--- config.mk ---
export PLATFORM = sky130hd
export DESIGN_NAME = buc_uart_core
export DESIGN_NICKNAME = d
export VERILOG_FILES = /design/src/design/buc_pkg.sv /design/src/design/buc_uart_core.sv
export SDC_FILE = /design/constraint.sdc
export NUM_CORES = 1
export LEC_CHECK = 0
export BUFFER_PORTS_ARGS = -buffer_cell sky130_fd_sc_hd__buf_2
export CAP_MARGIN = 20
export CORE_UTILIZATION = 58
export CTS_CLUSTER_DIAMETER = 150
export DETAILED_ROUTE_END_ITERATION = 10
export PLACE_DENSITY = 0.72
export SYNTH_ARGS = -nofsm -noshare
export SYNTH_HDL_FRONTEND = slang
export SYNTH_SLANG_ARGS = --single-unit
export TNS_END_PERCENT = 10
--- constraint.sdc ---
create_clock -name clk -period 4.7 [get_ports clk]
set_clock_uncertainty 0.15 [all_clocks]
set_input_delay 0.47 -clock clk [delete_from_list [all_inputs] [get_ports clk]]
set_output_delay 0.47 -clock clk [all_outputs]
set_load 0.01 [all_outputs]
--- src/design/buc_pkg.sv ---
// constants, field positions and state types for the banked serial port core
// assumes one 40 MHz clock and an 8-location register window
package buc_pkg;
  localparam int OFS_W = 3;
  // register offsets within the window
  localparam logic [2:0] OFS_DATA = 3'h0;
  localparam logic [2:0] OFS_IER = 3'h1;
  localparam logic [2:0] OFS_FCR = 3'h2;
  localparam logic [2:0] OFS_BANK = 3'h3;
  localparam logic [2:0] OFS_MCR = 3'h4;
  localparam logic [2:0] OFS_LSR = 3'h5;
  localparam logic [2:0] OFS_MSR = 3'h6;
  localparam logic [2:0] OFS_SCR = 3'h7;
  localparam logic [2:0] OFS_DIV_LO = 3'h0;
  localparam logic [2:0] OFS_DIV_HI = 3'h1;
  localparam logic [2:0] OFS_EXT1 = 3'h2;
  localparam logic [2:0] OFS_EXT2 = 3'h4;
  localparam logic [2:0] OFS_REV = 3'h0;
  localparam logic [2:0] OFS_SHADOW_LSR = 3'h5;
  // bank codes
  localparam logic [1:0] BANK0 = 2'h0;
  localparam logic [1:0] BANK1 = 2'h1;
  localparam logic [1:0] BANK2 = 2'h2;
  localparam logic [1:0] BANK3 = 2'h3;
  // bank select write fields
  localparam int BSEL_BIT = 7;
  localparam logic [1:0] BSEL_EXT_KEY = 2'h3;
  // line format fields
  localparam int LF_PAR_EN_BIT = 3;
  localparam int LF_PAR_EVEN_BIT = 4;
  localparam int LF_BREAK_BIT = 6;
  localparam logic [6:0] LF_RESET = 7'h00;
  // FIFO control fields
  localparam int FCR_EN_BIT = 0;
  localparam int FCR_RXCLR_BIT = 1;
  localparam int FCR_TXCLR_BIT = 2;
  // extended control fields
  localparam int EXT1_EXT_BIT = 0;
  localparam int EXT1_LOOP_BIT = 4;
  localparam int EXT1_TEST_BIT = 7;
  localparam logic [7:0] EXT1_RESET = 8'h00;
  localparam int EXT2_LOCK_BIT = 7;
  localparam logic [3:0] PRESCALE_DEFAULT = 4'hd;
  localparam logic [7:0] EXT2_RESET = 8'h0d;
  localparam logic [7:0] EXT1_FALLBACK_MASK = 8'h6e;
  localparam logic [15:0] DIVISOR_RESET = 16'h000c;
  // revision code, value arbitrary
  localparam logic [7:0] REVISION_ID = 8'h5a;
  // FIFO and oversampling
  localparam logic [4:0] FIFO_DEPTH = 5'h10;
  localparam logic [3:0] TICK_MID = 4'h7;
  localparam logic [3:0] TICK_LAST = 4'hf;
  localparam logic [7:0] IDENT_IDLE = 8'h01;
  // one-hot channel states
  typedef enum logic [4:0] {
    TX_IDLE = 5'h01, TX_START = 5'h02, TX_DATA = 5'h04,
    TX_PAR = 5'h08, TX_STOP = 5'h10
  } buc_tx_state_type;
  typedef enum logic [4:0] {
    RX_IDLE = 5'h01, RX_START = 5'h02, RX_DATA = 5'h04,
    RX_PAR = 5'h08, RX_STOP = 5'h10
  } buc_rx_state_type;
endpackage

--- src/design/buc_uart_core.sv ---
// banked serial port core: register window, baud generator, tx and rx
// assumes a single 40 MHz clock, a one-cycle register port, async serial in
//
// Our own choices: the plain strobed port and the address map.
`timescale 1ns/1ps
module buc_uart_core (
  // clock and reset
  input wire logic clk,
  input wire logic arst_n,
  // register port
  input wire logic [buc_pkg::OFS_W-1:0] reg_addr,
  input wire logic [7:0] reg_wdata,
  input wire logic reg_wr,
  input wire logic reg_rd,
  output logic [7:0] reg_rdata,
  // serial line
  input wire logic serial_rx_in,
  output logic serial_tx_out,
  // test clock
  output logic baud_x16_clock_out
);
  import buc_pkg::*;

  logic [1:0] bank_reg;
  logic [6:0] lf_reg;
  logic [7:0] ier_reg, mcr_reg, scr_reg, ext1_reg, ext2_reg;
  logic [15:0] div_reg;
  logic [7:0] lscr_lo_reg, lscr_hi_reg;
  logic fifo_en_reg;
  logic ovr_reg, perr_reg, ferr_reg, brk_reg;
  logic [7:0] rdata_reg;
  logic tx_line_reg, x16_out_reg;
  logic [3:0] presc_cnt_reg;
  logic [15:0] div_cnt_reg;
  logic x16_tick_reg;
  logic [7:0] tx_mem [16];
  logic [7:0] rx_mem [16];
  logic [3:0] tx_wp_reg, tx_rp_reg, rx_wp_reg, rx_rp_reg;
  logic [4:0] tx_cnt_reg, rx_cnt_reg;
  buc_tx_state_type tx_state_reg;
  buc_rx_state_type rx_state_reg;
  logic [3:0] tx_tick_reg, rx_tick_reg;
  logic [2:0] tx_idx_reg, rx_idx_reg;
  logic [7:0] tx_shift_reg, rx_shift_reg;
  logic tx_par_reg, rx_parbit_reg, rx_perr_reg;
  logic rx_s1_reg, rx_s2_reg, rx_s3_reg, rx_lvl_reg;

  // address and bank decode
  logic in_b0, in_b1, in_b2, in_b3, acc;
  logic ext_mode, locked, leg_acc, fallback;
  logic bsel_wr, tx_push_req, rx_pop_req, lsr_clr, fcr_wr;
  assign in_b0 = (bank_reg == BANK0);
  assign in_b1 = (bank_reg == BANK1);
  assign in_b2 = (bank_reg == BANK2);
  assign in_b3 = (bank_reg == BANK3);
  assign acc = reg_wr || reg_rd;
  assign ext_mode = ext1_reg[EXT1_EXT_BIT];
  assign locked = ext2_reg[EXT2_LOCK_BIT] && !ext_mode;
  assign leg_acc = acc && in_b1
    && (reg_addr == OFS_DIV_LO || reg_addr == OFS_DIV_HI);
  assign fallback = leg_acc && !locked;
  assign bsel_wr = reg_wr && (reg_addr == OFS_BANK);
  assign tx_push_req = reg_wr && in_b0 && (reg_addr == OFS_DATA);
  assign rx_pop_req = reg_rd && in_b0 && (reg_addr == OFS_DATA);
  assign lsr_clr = reg_rd && in_b0 && (reg_addr == OFS_LSR);
  assign fcr_wr = reg_wr && in_b0 && (reg_addr == OFS_FCR);

  // per-register write enables
  logic we_ier, we_mcr, we_scr, we_dlo, we_dhi, we_e1, we_e2;
  logic we_slo, we_shi;
  assign we_ier = reg_wr && in_b0 && (reg_addr == OFS_IER);
  assign we_mcr = reg_wr && in_b0 && (reg_addr == OFS_MCR);
  assign we_scr = reg_wr && in_b0 && (reg_addr == OFS_SCR);
  assign we_dlo = reg_wr && reg_addr == OFS_DIV_LO
    && (in_b2 || (in_b1 && !locked));
  assign we_dhi = reg_wr && reg_addr == OFS_DIV_HI
    && (in_b2 || (in_b1 && !locked));
  assign we_e1 = reg_wr && in_b2 && (reg_addr == OFS_EXT1);
  assign we_e2 = reg_wr && in_b2 && (reg_addr == OFS_EXT2);
  assign we_slo = reg_wr && in_b1 && locked && reg_addr == OFS_DIV_LO;
  assign we_shi = reg_wr && in_b1 && locked && reg_addr == OFS_DIV_HI;

  // bank select and line format share offset 3
  logic [1:0] bank_wsel;
  logic ext_sel;
  assign ext_sel = reg_wdata[BSEL_BIT] && (reg_wdata[6:5] == BSEL_EXT_KEY);
  assign bank_wsel = !reg_wdata[BSEL_BIT] ? BANK0 :
    (ext_sel ? reg_wdata[1:0] : BANK1);

  always_ff @(posedge clk or negedge arst_n) begin
    if (!arst_n) begin
      bank_reg <= BANK0;
      lf_reg <= LF_RESET;
    end else if (bsel_wr) begin
      bank_reg <= bank_wsel;
      if (!ext_sel)
        lf_reg <= reg_wdata[6:0];
    end
  end

  // plain storage registers of bank 0
  always_ff @(posedge clk or negedge arst_n) begin
    if (!arst_n) begin
      ier_reg <= 8'h00;
      mcr_reg <= 8'h00;
      scr_reg <= 8'h00;
      fifo_en_reg <= 1'b0;
    end else begin
      if (we_ier)
        ier_reg <= ext_mode ? reg_wdata : {4'h0, reg_wdata[3:0]};
      if (we_mcr)
        mcr_reg <= reg_wdata;
      if (we_scr)
        scr_reg <= reg_wdata;
      if (fcr_wr)
        fifo_en_reg <= reg_wdata[FCR_EN_BIT];
    end
  end

  // divisor, extended control and fallback
  always_ff @(posedge clk or negedge arst_n) begin
    if (!arst_n) begin
      div_reg <= DIVISOR_RESET;
      ext1_reg <= EXT1_RESET;
      ext2_reg <= EXT2_RESET;
      lscr_lo_reg <= 8'h00;
      lscr_hi_reg <= 8'h00;
    end else begin
      if (we_dlo)
        div_reg[7:0] <= reg_wdata;
      if (we_dhi)
        div_reg[15:8] <= reg_wdata;
      if (we_slo)
        lscr_lo_reg <= reg_wdata;
      if (we_shi)
        lscr_hi_reg <= reg_wdata;
      if (we_e1)
        ext1_reg <= reg_wdata;
      if (we_e2)
        ext2_reg <= reg_wdata;
      if (fallback) begin
        ext2_reg[3:0] <= PRESCALE_DEFAULT;
        ext1_reg <= ext1_reg & EXT1_FALLBACK_MASK;
      end
    end
  end

  // baud generator: prescaler then 16-bit divisor
  logic [3:0] presc_val;
  logic presc_hit, div_hit;
  assign presc_val = (ext2_reg[3:0] == 4'h0) ? 4'h1 : ext2_reg[3:0];
  assign presc_hit = (presc_cnt_reg >= presc_val - 4'h1);
  assign div_hit = (div_reg != 16'h0000)
    && (div_cnt_reg >= div_reg - 16'h0001);

  always_ff @(posedge clk or negedge arst_n) begin
    if (!arst_n) begin
      presc_cnt_reg <= 4'h0;
      div_cnt_reg <= 16'h0000;
      x16_tick_reg <= 1'b0;
      x16_out_reg <= 1'b0;
    end else begin
      presc_cnt_reg <= presc_hit ? 4'h0 : presc_cnt_reg + 4'h1;
      x16_tick_reg <= presc_hit && div_hit;
      if (presc_hit)
        div_cnt_reg <= div_hit ? 16'h0000 : div_cnt_reg + 16'h0001;
      x16_out_reg <= x16_tick_reg && ext1_reg[EXT1_TEST_BIT];
    end
  end

  // word length helpers
  logic [7:0] wmask, tx_word, rx_word;
  logic [2:0] last_idx;
  logic par_en, par_even;
  logic [4:0] fifo_cap;
  assign wmask = 8'hff >> (3'h3 - {1'b0, lf_reg[1:0]});
  assign last_idx = {1'b1, lf_reg[1:0]};
  assign par_en = lf_reg[LF_PAR_EN_BIT];
  assign par_even = lf_reg[LF_PAR_EVEN_BIT];
  assign fifo_cap = fifo_en_reg ? FIFO_DEPTH : 5'h01;

  // transmit queue
  logic tx_full, tx_idle, tx_push, tx_pop, tx_clr;
  assign tx_full = (tx_cnt_reg >= fifo_cap);
  assign tx_idle = (tx_state_reg == TX_IDLE);
  assign tx_push = tx_push_req && !tx_full;
  assign tx_pop = tx_idle && (tx_cnt_reg != 5'h00) && x16_tick_reg;
  assign tx_clr = fcr_wr && (reg_wdata[FCR_TXCLR_BIT]
    || reg_wdata[FCR_EN_BIT] != fifo_en_reg);
  assign tx_word = tx_mem[tx_rp_reg] & wmask;

  always_ff @(posedge clk) begin
    if (tx_push)
      tx_mem[tx_wp_reg] <= reg_wdata;
  end

  always_ff @(posedge clk or negedge arst_n) begin
    if (!arst_n) begin
      tx_wp_reg <= 4'h0;
      tx_rp_reg <= 4'h0;
      tx_cnt_reg <= 5'h00;
    end else if (tx_clr) begin
      tx_wp_reg <= 4'h0;
      tx_rp_reg <= 4'h0;
      tx_cnt_reg <= 5'h00;
    end else begin
      if (tx_push)
        tx_wp_reg <= tx_wp_reg + 4'h1;
      if (tx_pop)
        tx_rp_reg <= tx_rp_reg + 4'h1;
      tx_cnt_reg <= tx_cnt_reg + {4'h0, tx_push} - {4'h0, tx_pop};
    end
  end

  // transmit shifter, sixteen x16 ticks per bit
  always_ff @(posedge clk or negedge arst_n) begin
    if (!arst_n) begin
      tx_state_reg <= TX_IDLE;
      tx_tick_reg <= 4'h0;
      tx_idx_reg <= 3'h0;
      tx_shift_reg <= 8'h00;
      tx_par_reg <= 1'b0;
    end else if (tx_pop) begin
      tx_state_reg <= TX_START;
      tx_tick_reg <= 4'h0;
      tx_shift_reg <= tx_word;
      tx_par_reg <= par_even ? ^tx_word : ~^tx_word;
    end else if (x16_tick_reg && !tx_idle) begin
      tx_tick_reg <= tx_tick_reg + 4'h1;
      if (tx_tick_reg == TICK_LAST) begin
        unique case (tx_state_reg)
          TX_START: begin
            tx_state_reg <= TX_DATA;
            tx_idx_reg <= 3'h0;
          end
          TX_DATA: begin
            tx_shift_reg <= {1'b0, tx_shift_reg[7:1]};
            tx_idx_reg <= tx_idx_reg + 3'h1;
            if (tx_idx_reg == last_idx)
              tx_state_reg <= par_en ? TX_PAR : TX_STOP;
          end
          TX_PAR: tx_state_reg <= TX_STOP;
          TX_STOP: tx_state_reg <= TX_IDLE;
          default: tx_state_reg <= TX_IDLE;
        endcase
      end
    end
  end

  // line level from transmit state
  logic tx_raw, tx_int, loop_en;
  assign loop_en = ext1_reg[EXT1_LOOP_BIT];
  assign tx_raw = (tx_state_reg == TX_START) ? 1'b0 :
    (tx_state_reg == TX_DATA) ? tx_shift_reg[0] :
    (tx_state_reg == TX_PAR) ? tx_par_reg : 1'b1;
  assign tx_int = tx_raw && !lf_reg[LF_BREAK_BIT];

  always_ff @(posedge clk or negedge arst_n) begin
    if (!arst_n)
      tx_line_reg <= 1'b1;
    else
      tx_line_reg <= loop_en ? 1'b1 : tx_int;
  end

  // receive input synchroniser, change taken when stages two and three agree
  always_ff @(posedge clk or negedge arst_n) begin
    if (!arst_n) begin
      rx_s1_reg <= 1'b1;
      rx_s2_reg <= 1'b1;
      rx_s3_reg <= 1'b1;
      rx_lvl_reg <= 1'b1;
    end else begin
      rx_s1_reg <= serial_rx_in;
      rx_s2_reg <= rx_s1_reg;
      rx_s3_reg <= rx_s2_reg;
      if (rx_s2_reg == rx_s3_reg)
        rx_lvl_reg <= rx_s3_reg;
    end
  end

  // receive shifter, runs apart from the transmitter
  logic rx_in, rx_done, rx_full, rx_push, rx_pop, rx_clr, rx_stop_bad;
  assign rx_in = loop_en ? tx_int : rx_lvl_reg;
  assign rx_word = rx_shift_reg >> (3'h3 - {1'b0, lf_reg[1:0]});
  assign rx_done = x16_tick_reg && (rx_state_reg == RX_STOP)
    && (rx_tick_reg == TICK_LAST);
  assign rx_full = (rx_cnt_reg >= fifo_cap);
  assign rx_push = rx_done && !rx_full;
  assign rx_pop = rx_pop_req && (rx_cnt_reg != 5'h00);
  assign rx_clr = fcr_wr && (reg_wdata[FCR_RXCLR_BIT]
    || reg_wdata[FCR_EN_BIT] != fifo_en_reg);
  assign rx_stop_bad = !rx_in;

  always_ff @(posedge clk or negedge arst_n) begin
    if (!arst_n) begin
      rx_state_reg <= RX_IDLE;
      rx_tick_reg <= 4'h0;
      rx_idx_reg <= 3'h0;
      rx_shift_reg <= 8'h00;
      rx_parbit_reg <= 1'b0;
      rx_perr_reg <= 1'b0;
    end else if (x16_tick_reg) begin
      rx_tick_reg <= rx_tick_reg + 4'h1;
      unique case (rx_state_reg)
        RX_IDLE: begin
          rx_tick_reg <= 4'h0;
          if (!rx_in)
            rx_state_reg <= RX_START;
        end
        RX_START: if (rx_tick_reg == TICK_MID) begin
          rx_tick_reg <= 4'h0;
          rx_idx_reg <= 3'h0;
          rx_parbit_reg <= 1'b0;
          rx_perr_reg <= 1'b0;
          rx_state_reg <= rx_in ? RX_IDLE : RX_DATA;
        end
        RX_DATA: if (rx_tick_reg == TICK_LAST) begin
          rx_shift_reg <= {rx_in, rx_shift_reg[7:1]};
          rx_idx_reg <= rx_idx_reg + 3'h1;
          if (rx_idx_reg == last_idx)
            rx_state_reg <= par_en ? RX_PAR : RX_STOP;
        end
        RX_PAR: if (rx_tick_reg == TICK_LAST) begin
          rx_parbit_reg <= rx_in;
          rx_perr_reg <= (^rx_word) ^ rx_in ^ !par_even;
          rx_state_reg <= RX_STOP;
        end
        RX_STOP: if (rx_tick_reg == TICK_LAST)
          rx_state_reg <= RX_IDLE;
        default: rx_state_reg <= RX_IDLE;
      endcase
    end
  end

  // receive queue
  always_ff @(posedge clk) begin
    if (rx_push)
      rx_mem[rx_wp_reg] <= rx_word;
  end

  always_ff @(posedge clk or negedge arst_n) begin
    if (!arst_n) begin
      rx_wp_reg <= 4'h0;
      rx_rp_reg <= 4'h0;
      rx_cnt_reg <= 5'h00;
    end else if (rx_clr) begin
      rx_wp_reg <= 4'h0;
      rx_rp_reg <= 4'h0;
      rx_cnt_reg <= 5'h00;
    end else begin
      if (rx_push)
        rx_wp_reg <= rx_wp_reg + 4'h1;
      if (rx_pop)
        rx_rp_reg <= rx_rp_reg + 4'h1;
      rx_cnt_reg <= rx_cnt_reg + {4'h0, rx_push} - {4'h0, rx_pop};
    end
  end

  // sticky line errors, a new event beats the read clear
  logic brk_set;
  assign brk_set = rx_done && rx_stop_bad && (rx_word == 8'h00)
    && !(par_en && rx_parbit_reg);
  always_ff @(posedge clk or negedge arst_n) begin
    if (!arst_n) begin
      ovr_reg <= 1'b0;
      perr_reg <= 1'b0;
      ferr_reg <= 1'b0;
      brk_reg <= 1'b0;
    end else begin
      ovr_reg <= (rx_done && rx_full) || (ovr_reg && !lsr_clr);
      perr_reg <= (rx_done && par_en && rx_perr_reg)
        || (perr_reg && !lsr_clr);
      ferr_reg <= (rx_done && rx_stop_bad) || (ferr_reg && !lsr_clr);
      brk_reg <= brk_set || (brk_reg && !lsr_clr);
    end
  end

  // status and read views per bank
  logic [7:0] lsr_val, bank_view, leg_lo, leg_hi, rd_mux;
  logic [7:0] b0v [8];
  logic [7:0] b1v [8];
  logic [7:0] b2v [8];
  logic [7:0] b3v [8];
  assign lsr_val = {ovr_reg || perr_reg || ferr_reg || brk_reg,
    tx_cnt_reg == 5'h00 && tx_idle, tx_cnt_reg == 5'h00,
    brk_reg, ferr_reg, perr_reg, ovr_reg, rx_cnt_reg != 5'h00};
  assign bank_view = (in_b0 || in_b1) ? {!in_b0, lf_reg}
    : {1'b1, BSEL_EXT_KEY, 3'h0, bank_reg};
  assign leg_lo = locked ? lscr_lo_reg : div_reg[7:0];
  assign leg_hi = locked ? lscr_hi_reg : div_reg[15:8];
  assign b0v = '{rx_mem[rx_rp_reg], ier_reg,
    {fifo_en_reg, fifo_en_reg, 6'h00} | IDENT_IDLE, bank_view,
    mcr_reg, lsr_val, 8'h00, scr_reg};
  assign b1v = '{leg_lo, leg_hi, 8'h00, bank_view,
    8'h00, 8'h00, 8'h00, 8'h00};
  assign b2v = '{div_reg[7:0], div_reg[15:8], ext1_reg, bank_view,
    ext2_reg, 8'h00, 8'h00, 8'h00};
  assign b3v = '{REVISION_ID, 8'h00, 8'h00, bank_view,
    8'h00, lsr_val, 8'h00, 8'h00};
  assign rd_mux = in_b0 ? b0v[reg_addr] : in_b1 ? b1v[reg_addr]
    : in_b2 ? b2v[reg_addr] : b3v[reg_addr];

  // read data in the cycle after the strobe only
  always_ff @(posedge clk or negedge arst_n) begin
    if (!arst_n)
      rdata_reg <= 8'h00;
    else
      rdata_reg <= reg_rd ? rd_mux : 8'h00;
  end

  assign reg_rdata = rdata_reg;
  assign serial_tx_out = tx_line_reg;
  assign baud_x16_clock_out = x16_out_reg;
endmodule // buc_uart_core

==> flow_summary.ini, run 1 <==
[run_status]
status = finished, final reports clean

[layout]
synthToLayoutAreaGrowth_pct = 9.628
final_nets = 1683
mostFrequentLayoutCell = edfxtp_1
final_cell_mix = edfxtp_1 (256), dfrtp_1 (176), nand2_1 (147)
post_layout_nonfiller_instances = 2099
drive_gt1_share_pct = 16.68
largest_registers = rx_mem: 128 flops, tx_mem: 128 flops
final_util_pct = 64.56

[hold_path]
min_to = reg_rdata[7]
hp-class = in -> reg
min_from = reg_rd
holdPathStages = 3

[cts]
clock_latency_ns = 0.59
cts_resized = 0
postCtsSetupBuffers = 0
h-tree-depth = 2
cts_hold_buf = 2
numClockSinks = 446
cts_tree = built
cts_buffer_depth = 3
cts-root-buf = clkbuf_16
path_clk_slew_ns = 0.06
numCtsBuffers = 45

[placement]
routabilityCongestion = 0.9357
dp_slack_ns = 0.8984
portBuffers = 25
placed_cells = 2015
place_hpwl_um = 32240

[synth]
synth_cells = 1585
avgSynthCellArea_sq_um = 13.18
synth-xor-area-share_pct = 2.766
synth-compound-area-share_pct = 8.000
ys_seq_elements = 446
synth_warnings = 0
synth_area_leader_cell = edfxtp_1
yosysSeqAreaShare_pct = 59.61
synth_top_cells_by_area = edfxtp_1 (37%), dfrtp_1 (21%), mux4_2 (6.3%)
syn_area_sq_um = 20900
synthMuxAreaShare_pct = 13.23
synth_top_cell_area_share_pct = 36.79
netlist-cell-type-count = 65
ys.flop_type = edfxtp_1
syn_nets = 1665
synthAdderAreaFrac_pct = 3.952
synth_top_family_by_area = multiplexers
async_flop_share_pct = 42.60
synth_enable_flop_cells = 256
yosys.area_share.simple_pct = 9.688

[floorplan]
core-area_sq_um = 35480
boundaryPins = 26
rows = 69
die_height_um = 191.8
start_util_pct = 58.89
die_w_um = 191.8
dieArea_sq_um = 36790

[setup_path]
crit_path_frequent_cell = ha_1
reg2reg_slack_ns = 0.83
r2r.worst_path.cells = 15
cp.required_ns = 5.05
cp_top_family = simple AND/OR/NAND/NOR gates
crit_slowest_cell = or4_1
timing.rr.end = rx_cnt_reg[4]
end_kind = flip-flop
cp-start-kind = flip-flop
crit_fanout = 8
r2r_start = rx_tick_reg[0]
criticalPathCategory = reg -> reg
slowest_delay_ns = 0.63
cp.arrival_ns = 4.22
crit_chain = ha_1 -> and3_1 -> nand2_1 -> or4_1 -> nor2b_1 -> buf_4 -> inv_1 -> ha_1 -> inv_1 -> ha_1 -> fa_1 -> a21oi_1 -> nor2_1 -> or3_1 -> a21oi_1
timing.critical_path.buf_inv = 3

[global_routing]
grt_max_degree = 92
antenna_found_initial = 1
overflow = 0
grt_pass1_vias = 12800
grt_use_total_pct = 27.23
grt_pass1_wl_um = 74460

[run]
drv_cap = 0

[timing]
drv_slew = 0
fin_setup_tns_ns = 0
clock.fmax_mhz = 258.1
hold_slack_ns = 0.1039
hold_viol = 0
setup_slack_ns = 0.8256
finalSetupViolations = 0
relSlewSlack_pct = 31.02
grt_setup_unrepaired = false
layout_min_cycle_time_ns = 3.874
tightest_slew_ns = 1.031
final.period_utilization_pct = 82.43

[route]
wl_um = 48100
drtIter0Drc = 1107
via_count = 13040
via_per_inst = 6.212
first_pass_iters = 5
wire_per_inst_um = 22.92
ant_nets = 0
drcViolationCount = 0

[power]
ir_worst_vdd_uv = 382.3
pwr_density_cell_nw_per_um2 = 464.4
power.leakage_nw = 8.695
-- final cells by class --
cell class	instances	area, sq um
repair buffers	56	371.6
well taps	461	576.8
flip-flops and latches	446	12460
clock inverters	22	211.5
multi-input cells	997	7864
inverters	57	214.0
clock buffers	59	1209
diodes	1	2.502
fillers	2551	12570
-- how the worst max path moves through the flow --
stage	from	to	slack, ns	cells past startpoint
finish	rx_tick_reg[0]	rx_cnt_reg[4]	0.83	15
global route	rx_tick_reg[0]	rx_cnt_reg[4]	0.57	15
CTS	rx_tick_reg[0]	rx_cnt_reg[4]	0.84	15
detailed placement	reg_wr	tx_cnt_reg[4]	0.90	13
global placement	rx_tick_reg[0]	rx_cnt_reg[4]	0.97	15
floorplan	rx_tick_reg[0]	rx_cnt_reg[4]	1.11	15
-- kinds of logic after synthesis --
| group | after synthesis |
|---|---|
| buf+inv | 142 |
| mux | 166 |
| compound gates | 267 |
| flops | 446 |
| fa+ha+maj | 65 |
| simple gates | 433 |
| xor+xnor | 66 |
-- cells in the mapped netlist, types with 14 or more instances --
cell type	n
o21ai_0	99
a21oi_1	63
nor3_1	16
mux4_1	18
nor2b_1	26
nor2_1	110
mux4_2	58
nand3_1	37
nand4_1	16
edfxtp_1	256
inv_1	57
nand2b_1	16
a211oi_1	14
mux2i_1	23
and2_1	21
mux2_2	67
clkbuf_1	65
ha_1	62
xnor2_1	36
nand2_1	147
xor2_1	30
dfrtp_1	178
-- power by group --
part	leakage (nW)	switching [W]	internal [W]
Clock	0.683	0.00151	0.00194
Sequential	4.63	0.000410	0.00446
Combinational	3.38	0.00125	0.00106
Total	8.69	0.00318	0.00746
-- metal layers --
layer	vias up	global-route usage, %	routed length [um]
met4	0	9.371	1528
met1	6577	38.72	20900
met5	-	0	0
li1	5896	-	-
met3	94	4.696	3086
met2	471	42.63	22590
-- tightest hold or removal path, stage by stage --
cell and delay, ns:
buf_2 0.18, nand3_1 0.10, a21oi_1 0.06
-- metrics by stage --
step           power [W]  area (sq um)
2_1_floorplan   0.006567         20900
3_3_place_gp    0.007161         21470
3_5_place_dp    0.007245         21470
4_1_cts          0.01069         22910
5_1_grt          0.01114         22910
6_report         0.01064         22910
No activity file was read; power rests on OpenSTA's default activity.
==> run 2: changes to the inputs <==
- ABC_AREA: default -> 1
- CORE_UTILIZATION: 58 -> 57
- PLACE_DENSITY: 0.72 -> 0.74
- clock period: 4.7 -> 3.12 ns (I/O delays scaled with it)
==> flow_summary.ini, run 2 <==
[hold_path]
hp-class = in -> reg
min_to = reg_rdata[3]
min_from = reg_rd
holdPathStages = 4

[route]
drtIter0Drc = 1561
via_per_inst = 5.882
wl_um = 55680
via_count = 16670
drcViolationCount = 0
wire_per_inst_um = 19.66
first_pass_iters = 6
ant_nets = 0

[synth]
yosys-top-cells-count = nand2_1 (482), edfxtp_1 (256), o21ai_0 (246), nor2_1 (224), inv_1 (210)
synth_warnings = 0
yosysMostFrequentCell = nand2_1
synth_top_cells_by_area = edfxtp_1 (36%), dfrtp_1 (21%), nand2_1 (8.5%)
avgSynthCellArea_sq_um = 9.528
ys.flop_type = edfxtp_1
netlist-cell-type-count = 64
async_flop_share_pct = 42.60
synth_area_leader_cell = edfxtp_1
ys_seq_elements = 446
syn_area_sq_um = 21340
yosysSeqAreaShare_pct = 58.37
synth_enable_flop_cells = 256
synth_cells = 2240
syn_nets = 2320
synth_top_cell_area_share_pct = 36.02

[cts]
h-tree-depth = 2
clock_latency_ns = 0.57
cts-root-buf = clkbuf_16
numCtsBuffers = 46
numClockSinks = 446
cts_tree = built
path_clk_slew_ns = 0.06
cts_buffer_depth = 3

[floorplan]
start_util_pct = 58.16
rows = 70
boundaryPins = 26
core-area_sq_um = 36700
dieArea_sq_um = 38220
die_height_um = 195.5
die_w_um = 195.5

[timing]
clock.fmax_mhz = 336.0
fin_setup_tns_ns = 0
layout_min_cycle_time_ns = 2.976
finalSetupViolations = 0
relSlewSlack_pct = 53.55
grt_setup_unrepaired = true
tightest_slew_ns = 0.6895
hold_viol = 0
drv_slew = 0
final.period_utilization_pct = 95.39

[power]
ir_worst_vdd_uv = 772.7
pwr_density_cell_nw_per_um2 = 725.0
power_w = 0.01751
power.leakage_nw = 10.21

[setup_path]
r2r.worst_path.cells = 20
crit_fanout = 7
crit_slowest_cell = dfrtp_1
r2r_start = div_reg[0]
crit_chain = inv_2 -> ha_4 -> nand3_4 -> nor3_4 -> buf_4 -> buf_4 -> buf_4 -> buf_4 -> buf_4 -> xor2_2 -> ha_2 -> nand2_2 -> nor3_2 -> nand2_1 -> nand2_1 -> nand2_1 -> nand2_2 -> nand3_4 -> inv_8 -> nor2_4
cp.arrival_ns = 3.27
slowest_delay_ns = 0.40
timing.rr.end = div_cnt_reg[14]
path_depth = 20
criticalPathCategory = reg -> reg
crit_path_frequent_cell = buf_4
timing.critical_path.buf_inv = 7
end_kind = flip-flop
cp.required_ns = 3.41
reg2reg_slack_ns = 0.14
cp_top_family = buffers and inverters
cp-start-kind = flip-flop

[layout]
post_layout_nonfiller_instances = 2833
largest_registers = rx_mem: 128 flops, tx_mem: 128 flops
mostFrequentLayoutCell = nand2_1
final_cell_mix = nand2_1 (478), edfxtp_1 (256), o21ai_0 (241)
synthToLayoutAreaGrowth_pct = 13.17
drive_gt1_share_pct = 11.54
num_antenna_cells = 0
final_nets = 2408

[placement]
routabilityCongestion = 0.9487
place_hpwl_um = 37520
portBuffers = 25
placed_cells = 2734

[run]
drv_cap = 0

[global_routing]
grt_pass1_wl_um = 88330
grt_pass1_vias = 16340
overflow = 0
grt_max_degree = 78
grt_use_total_pct = 29.76
antenna_found_initial = 0

[run_status]
status = finished, final reports clean
## run 2: power by group
group	leakage (nW)	internal, W	switching [W]
registers	4.76	0.00690	0.000504
clock network	0.730	0.00329	0.00228
logic	4.73	0.00157	0.00297
total	10.2	0.0118	0.00575
## run 2: worst max-delay path by stage
stage                           from         endpoint  slack [ns]
final                     div_reg[0]  div_cnt_reg[14]        0.14
after global routing      div_reg[4]  div_cnt_reg[13]       -0.09
after CTS                 div_reg[0]   div_cnt_reg[8]      0.0008
after detailed placement  div_reg[0]   div_cnt_reg[8]       -0.06
after global placement    div_reg[0]  div_cnt_reg[12]        0.05
after floorplan            lf_reg[0]      rx_perr_reg        0.05
## run 2: logic make-up (layout without fill, tap and decap cells)
group,count (synthesis),after routing,share of synthesized area [%]
AND/OR/NAND/NOR,926,927,18.33
flip-flops,446,446,58.37
AO/OA/AOI/OAI,444,444,11.70
buffers and inverters,316,440,5.957
adder cells (fa/ha/maj),65,65,3.869
XOR/XNOR,42,42,1.724
multiplexers,1,1,0.05276
## run 2: metal layers
layer | global-route usage, % | part of all wire, % | up-vias
li1 | - | - | 7776
met1 | 41.01 | 42 | 8116
met2 | 47.75 | 47 | 653
met3 | 5.838 | 7.8 | 120
met4 | 9.420 | 3.0 | 0
met5 | 0 | 0 | -
## run 2: repair_timing
| item | 4_1_cts | 5_1_grt |
|---|---|---|
| setup buffers | 7 | 3 |
| gates cloned | 1 | 0 |
| hold buffers | 4 | 0 |
| endpoints found under the hold margin | 91 | 0 |
| gates resized for setup | 4 | 34 |
| endpoints found under the setup margin | 9 | 19 |
| pin swaps | 5 | 11 |
## run 2: metrics by stage
| step | hold slack [ns] | util, % | setup WS, ns | area, sq um |
|---|---|---|---|---|
| final | 0.04989 | 65.82 | 0.1438 | 24150 |
| after global routing | 0.03476 | 65.82 | -0.08523 | 24150 |
| after CTS | 0.02234 | 65.48 | 0.0008398 | 24030 |
| after detailed placement | 0.2009 | 61.01 | -0.05957 | 22390 |
| after global placement | 0.2057 | 61.01 | 0.05352 | 22390 |
| after floorplan | -0.1336 | - | 0.04554 | 21340 |
## run 2: layout make-up
cell class	count	area (sq um)
Timing Repair Buffer	126	977.2
Fill cell	2822	12540
Inverter	229	869.6
Clock inverter	27	277.8
Multi-Input combinational cell	1479	7746
Clock buffer	58	1237
Sequential cell	446	12460
Tap cell	468	585.6
## run 2: tightest hold or removal path, cell delays in order
cell	delay (ns)
buf_2	0.11
buf_4	0.16
nand2_1	0.07
nor2_1	0.06
==> run 3: changes to the inputs <==
- CORE_UTILIZATION: 57 -> 58
- PLACE_DENSITY: 0.74 -> 0.72
- clock period: 3.12 -> 3.3 ns (I/O delays scaled with it)
==> flow_summary.ini, run 3 (synthesis gave the netlist of run 2 again) <==
[global_routing]
grt_pass1_vias = 15870
grt_use_total_pct = 29.76
overflow = 0
grt_pass1_wl_um = 86900
antenna_found_initial = 1
grt_max_degree = 67

[run]
drv_cap = 0

[floorplan]
boundaryPins = 26
die_height_um = 193.8
rows = 69
core-area_sq_um = 35910
die_w_um = 193.8
start_util_pct = 59.42
dieArea_sq_um = 37570

[setup_path]
end_kind = flip-flop
crit_slowest_cell = dfrtp_1
cp.arrival_ns = 3.55
r2r_start = div_reg[1]
crit_chain = inv_2 -> ha_4 -> nand3_4 -> nor3_4 -> nand2_2 -> or2_4 -> nor3_4 -> nand3_2 -> xnor2_2 -> inv_1 -> ha_1 -> nand2_1 -> nor2_1 -> a211oi_2 -> nand2_2 -> nand3_4 -> inv_4 -> nor2_1
cp-start-kind = flip-flop
cp.required_ns = 3.66
crit_fanout = 7
criticalPathCategory = reg -> reg
slowest_delay_ns = 0.42
cp-startpoint = div_reg[1]
r2r.worst_path.cells = 18

[cts]
numCtsBuffers = 45
clock_latency_ns = 0.59
numClockSinks = 446
h-tree-depth = 2
cts_tree = built
cts-root-buf = clkbuf_16
path_clk_slew_ns = 0.06
cts_buffer_depth = 3

[placement]
placed_cells = 2723
routabilityCongestion = 0.9641
place_hpwl_um = 37230
portBuffers = 25

[layout]
post_layout_nonfiller_instances = 2817
synthToLayoutAreaGrowth_pct = 12.73
final_util_pct = 66.99
drive_gt1_share_pct = 11.16
mostFrequentLayoutCell = nand2_1
largest_registers = rx_mem: 128 flops, tx_mem: 128 flops
num_antenna_cells = 0
final_nets = 2400
final_cell_mix = nand2_1 (479), edfxtp_1 (256), o21ai_0 (243)
nFillCells = 2763

[route]
wire_per_inst_um = 19.60
via_per_inst = 5.839
ant_nets = 0
drtIter0Drc = 1718
wl_um = 55200
drcViolationCount = 0
first_pass_iters = 7
via_count = 16450

[timing]
relSlewSlack_pct = 56.57
clock.fmax_mhz = 314.2
hold_slack_ns = 0.04660
layout_min_cycle_time_ns = 3.183
tightest_slew_ns = 0.6447
finalSetupViolations = 0
drv_slew = 0
final.period_utilization_pct = 96.45
grt_setup_unrepaired = true
hold_viol = 0

[run_status]
status = finished, final reports clean

[power]
power.leakage_nw = 10.19
pwr_density_cell_nw_per_um2 = 689.5
ir_worst_vdd_uv = 825.3

[hold_path]
hp-class = in -> reg
min_from = reg_wdata[4]
holdPathStages = 1
-- run 3: power by group --
group | internal (W) | switching (W) | total [W]
Sequential | 0.00652 | 0.000464 | 0.00699
Combinational | 0.00146 | 0.00283 | 0.00428
Clock | 0.00317 | 0.00215 | 0.00532
Total | 0.0112 | 0.00544 | 0.0166
-- run 3: repair_timing --
item,CTS,global route
endpoints found under the hold margin,73,0
setup buffers,0,5
resized for setup,0,28
hold buffers,5,0
endpoints found under the setup margin,0,18
-- run 3: cell type report --
class                   count  area [sq um]  share of cell area [%]
clock buffers              63          1276                   5.304
clock inverters            20         255.2                   1.061
inverters                 229         864.6                   3.594
multi-input cells        1479          7736                   32.15
flip-flops and latches    446         12460                   51.79
well taps                 461         576.8                   2.397
repair buffers            119         889.6                   3.698
-- run 3: final timing paths --
path / to / slack (ns)
worst min-delay path: tx_mem[9][4] / 0.05
min in group asynchronous: div_reg[7] / 0.14
max in group asynchronous: rx_s2_reg / 2.04
worst max-delay path: div_cnt_reg[10] / 0.12
worst min register to register: rx_s2_reg / 0.22
worst max register to register: div_cnt_reg[10] / 0.12
-- run 3: metal layers --
metal  global-route usage, %  vias up  routed length, um
met5                       0        -                 13
met4                   8.877        2               1266
met3                   5.531      107               4362
met2                   45.75      663              25120
met1                   43.34     7925              24440
li1                        -     7751                  -
-- run 3: metrics by stage --
stage | total power (W) | setup slack, ns | setup TNS (ns) | instance area, sq um
6_report | 0.01659 | 0.1171 | 0 | 24060
5_1_grt | 0.01746 | -0.05947 | -0.3443 | 24060
4_1_cts | 0.01652 | 0.05297 | 0 | 23900
3_5_place_dp | 0.01119 | 0.09876 | 0 | 22310
3_3_place_gp | 0.01104 | 0.2398 | 0 | 22310
2_1_floorplan | 0.009789 | 0.2255 | 0 | 21340
-- run 3: worst max-delay path: cells and delay by family, from the launching register on --
kind	cells	cell delay [ns]
flip-flops	1	0.42
buffers and inverters	3	0.22
AO/OA/AOI/OAI	1	0.23
XOR/XNOR	1	0.16
AND/OR/NAND/NOR	11	1.49
adder cells (fa/ha/maj)	2	0.42
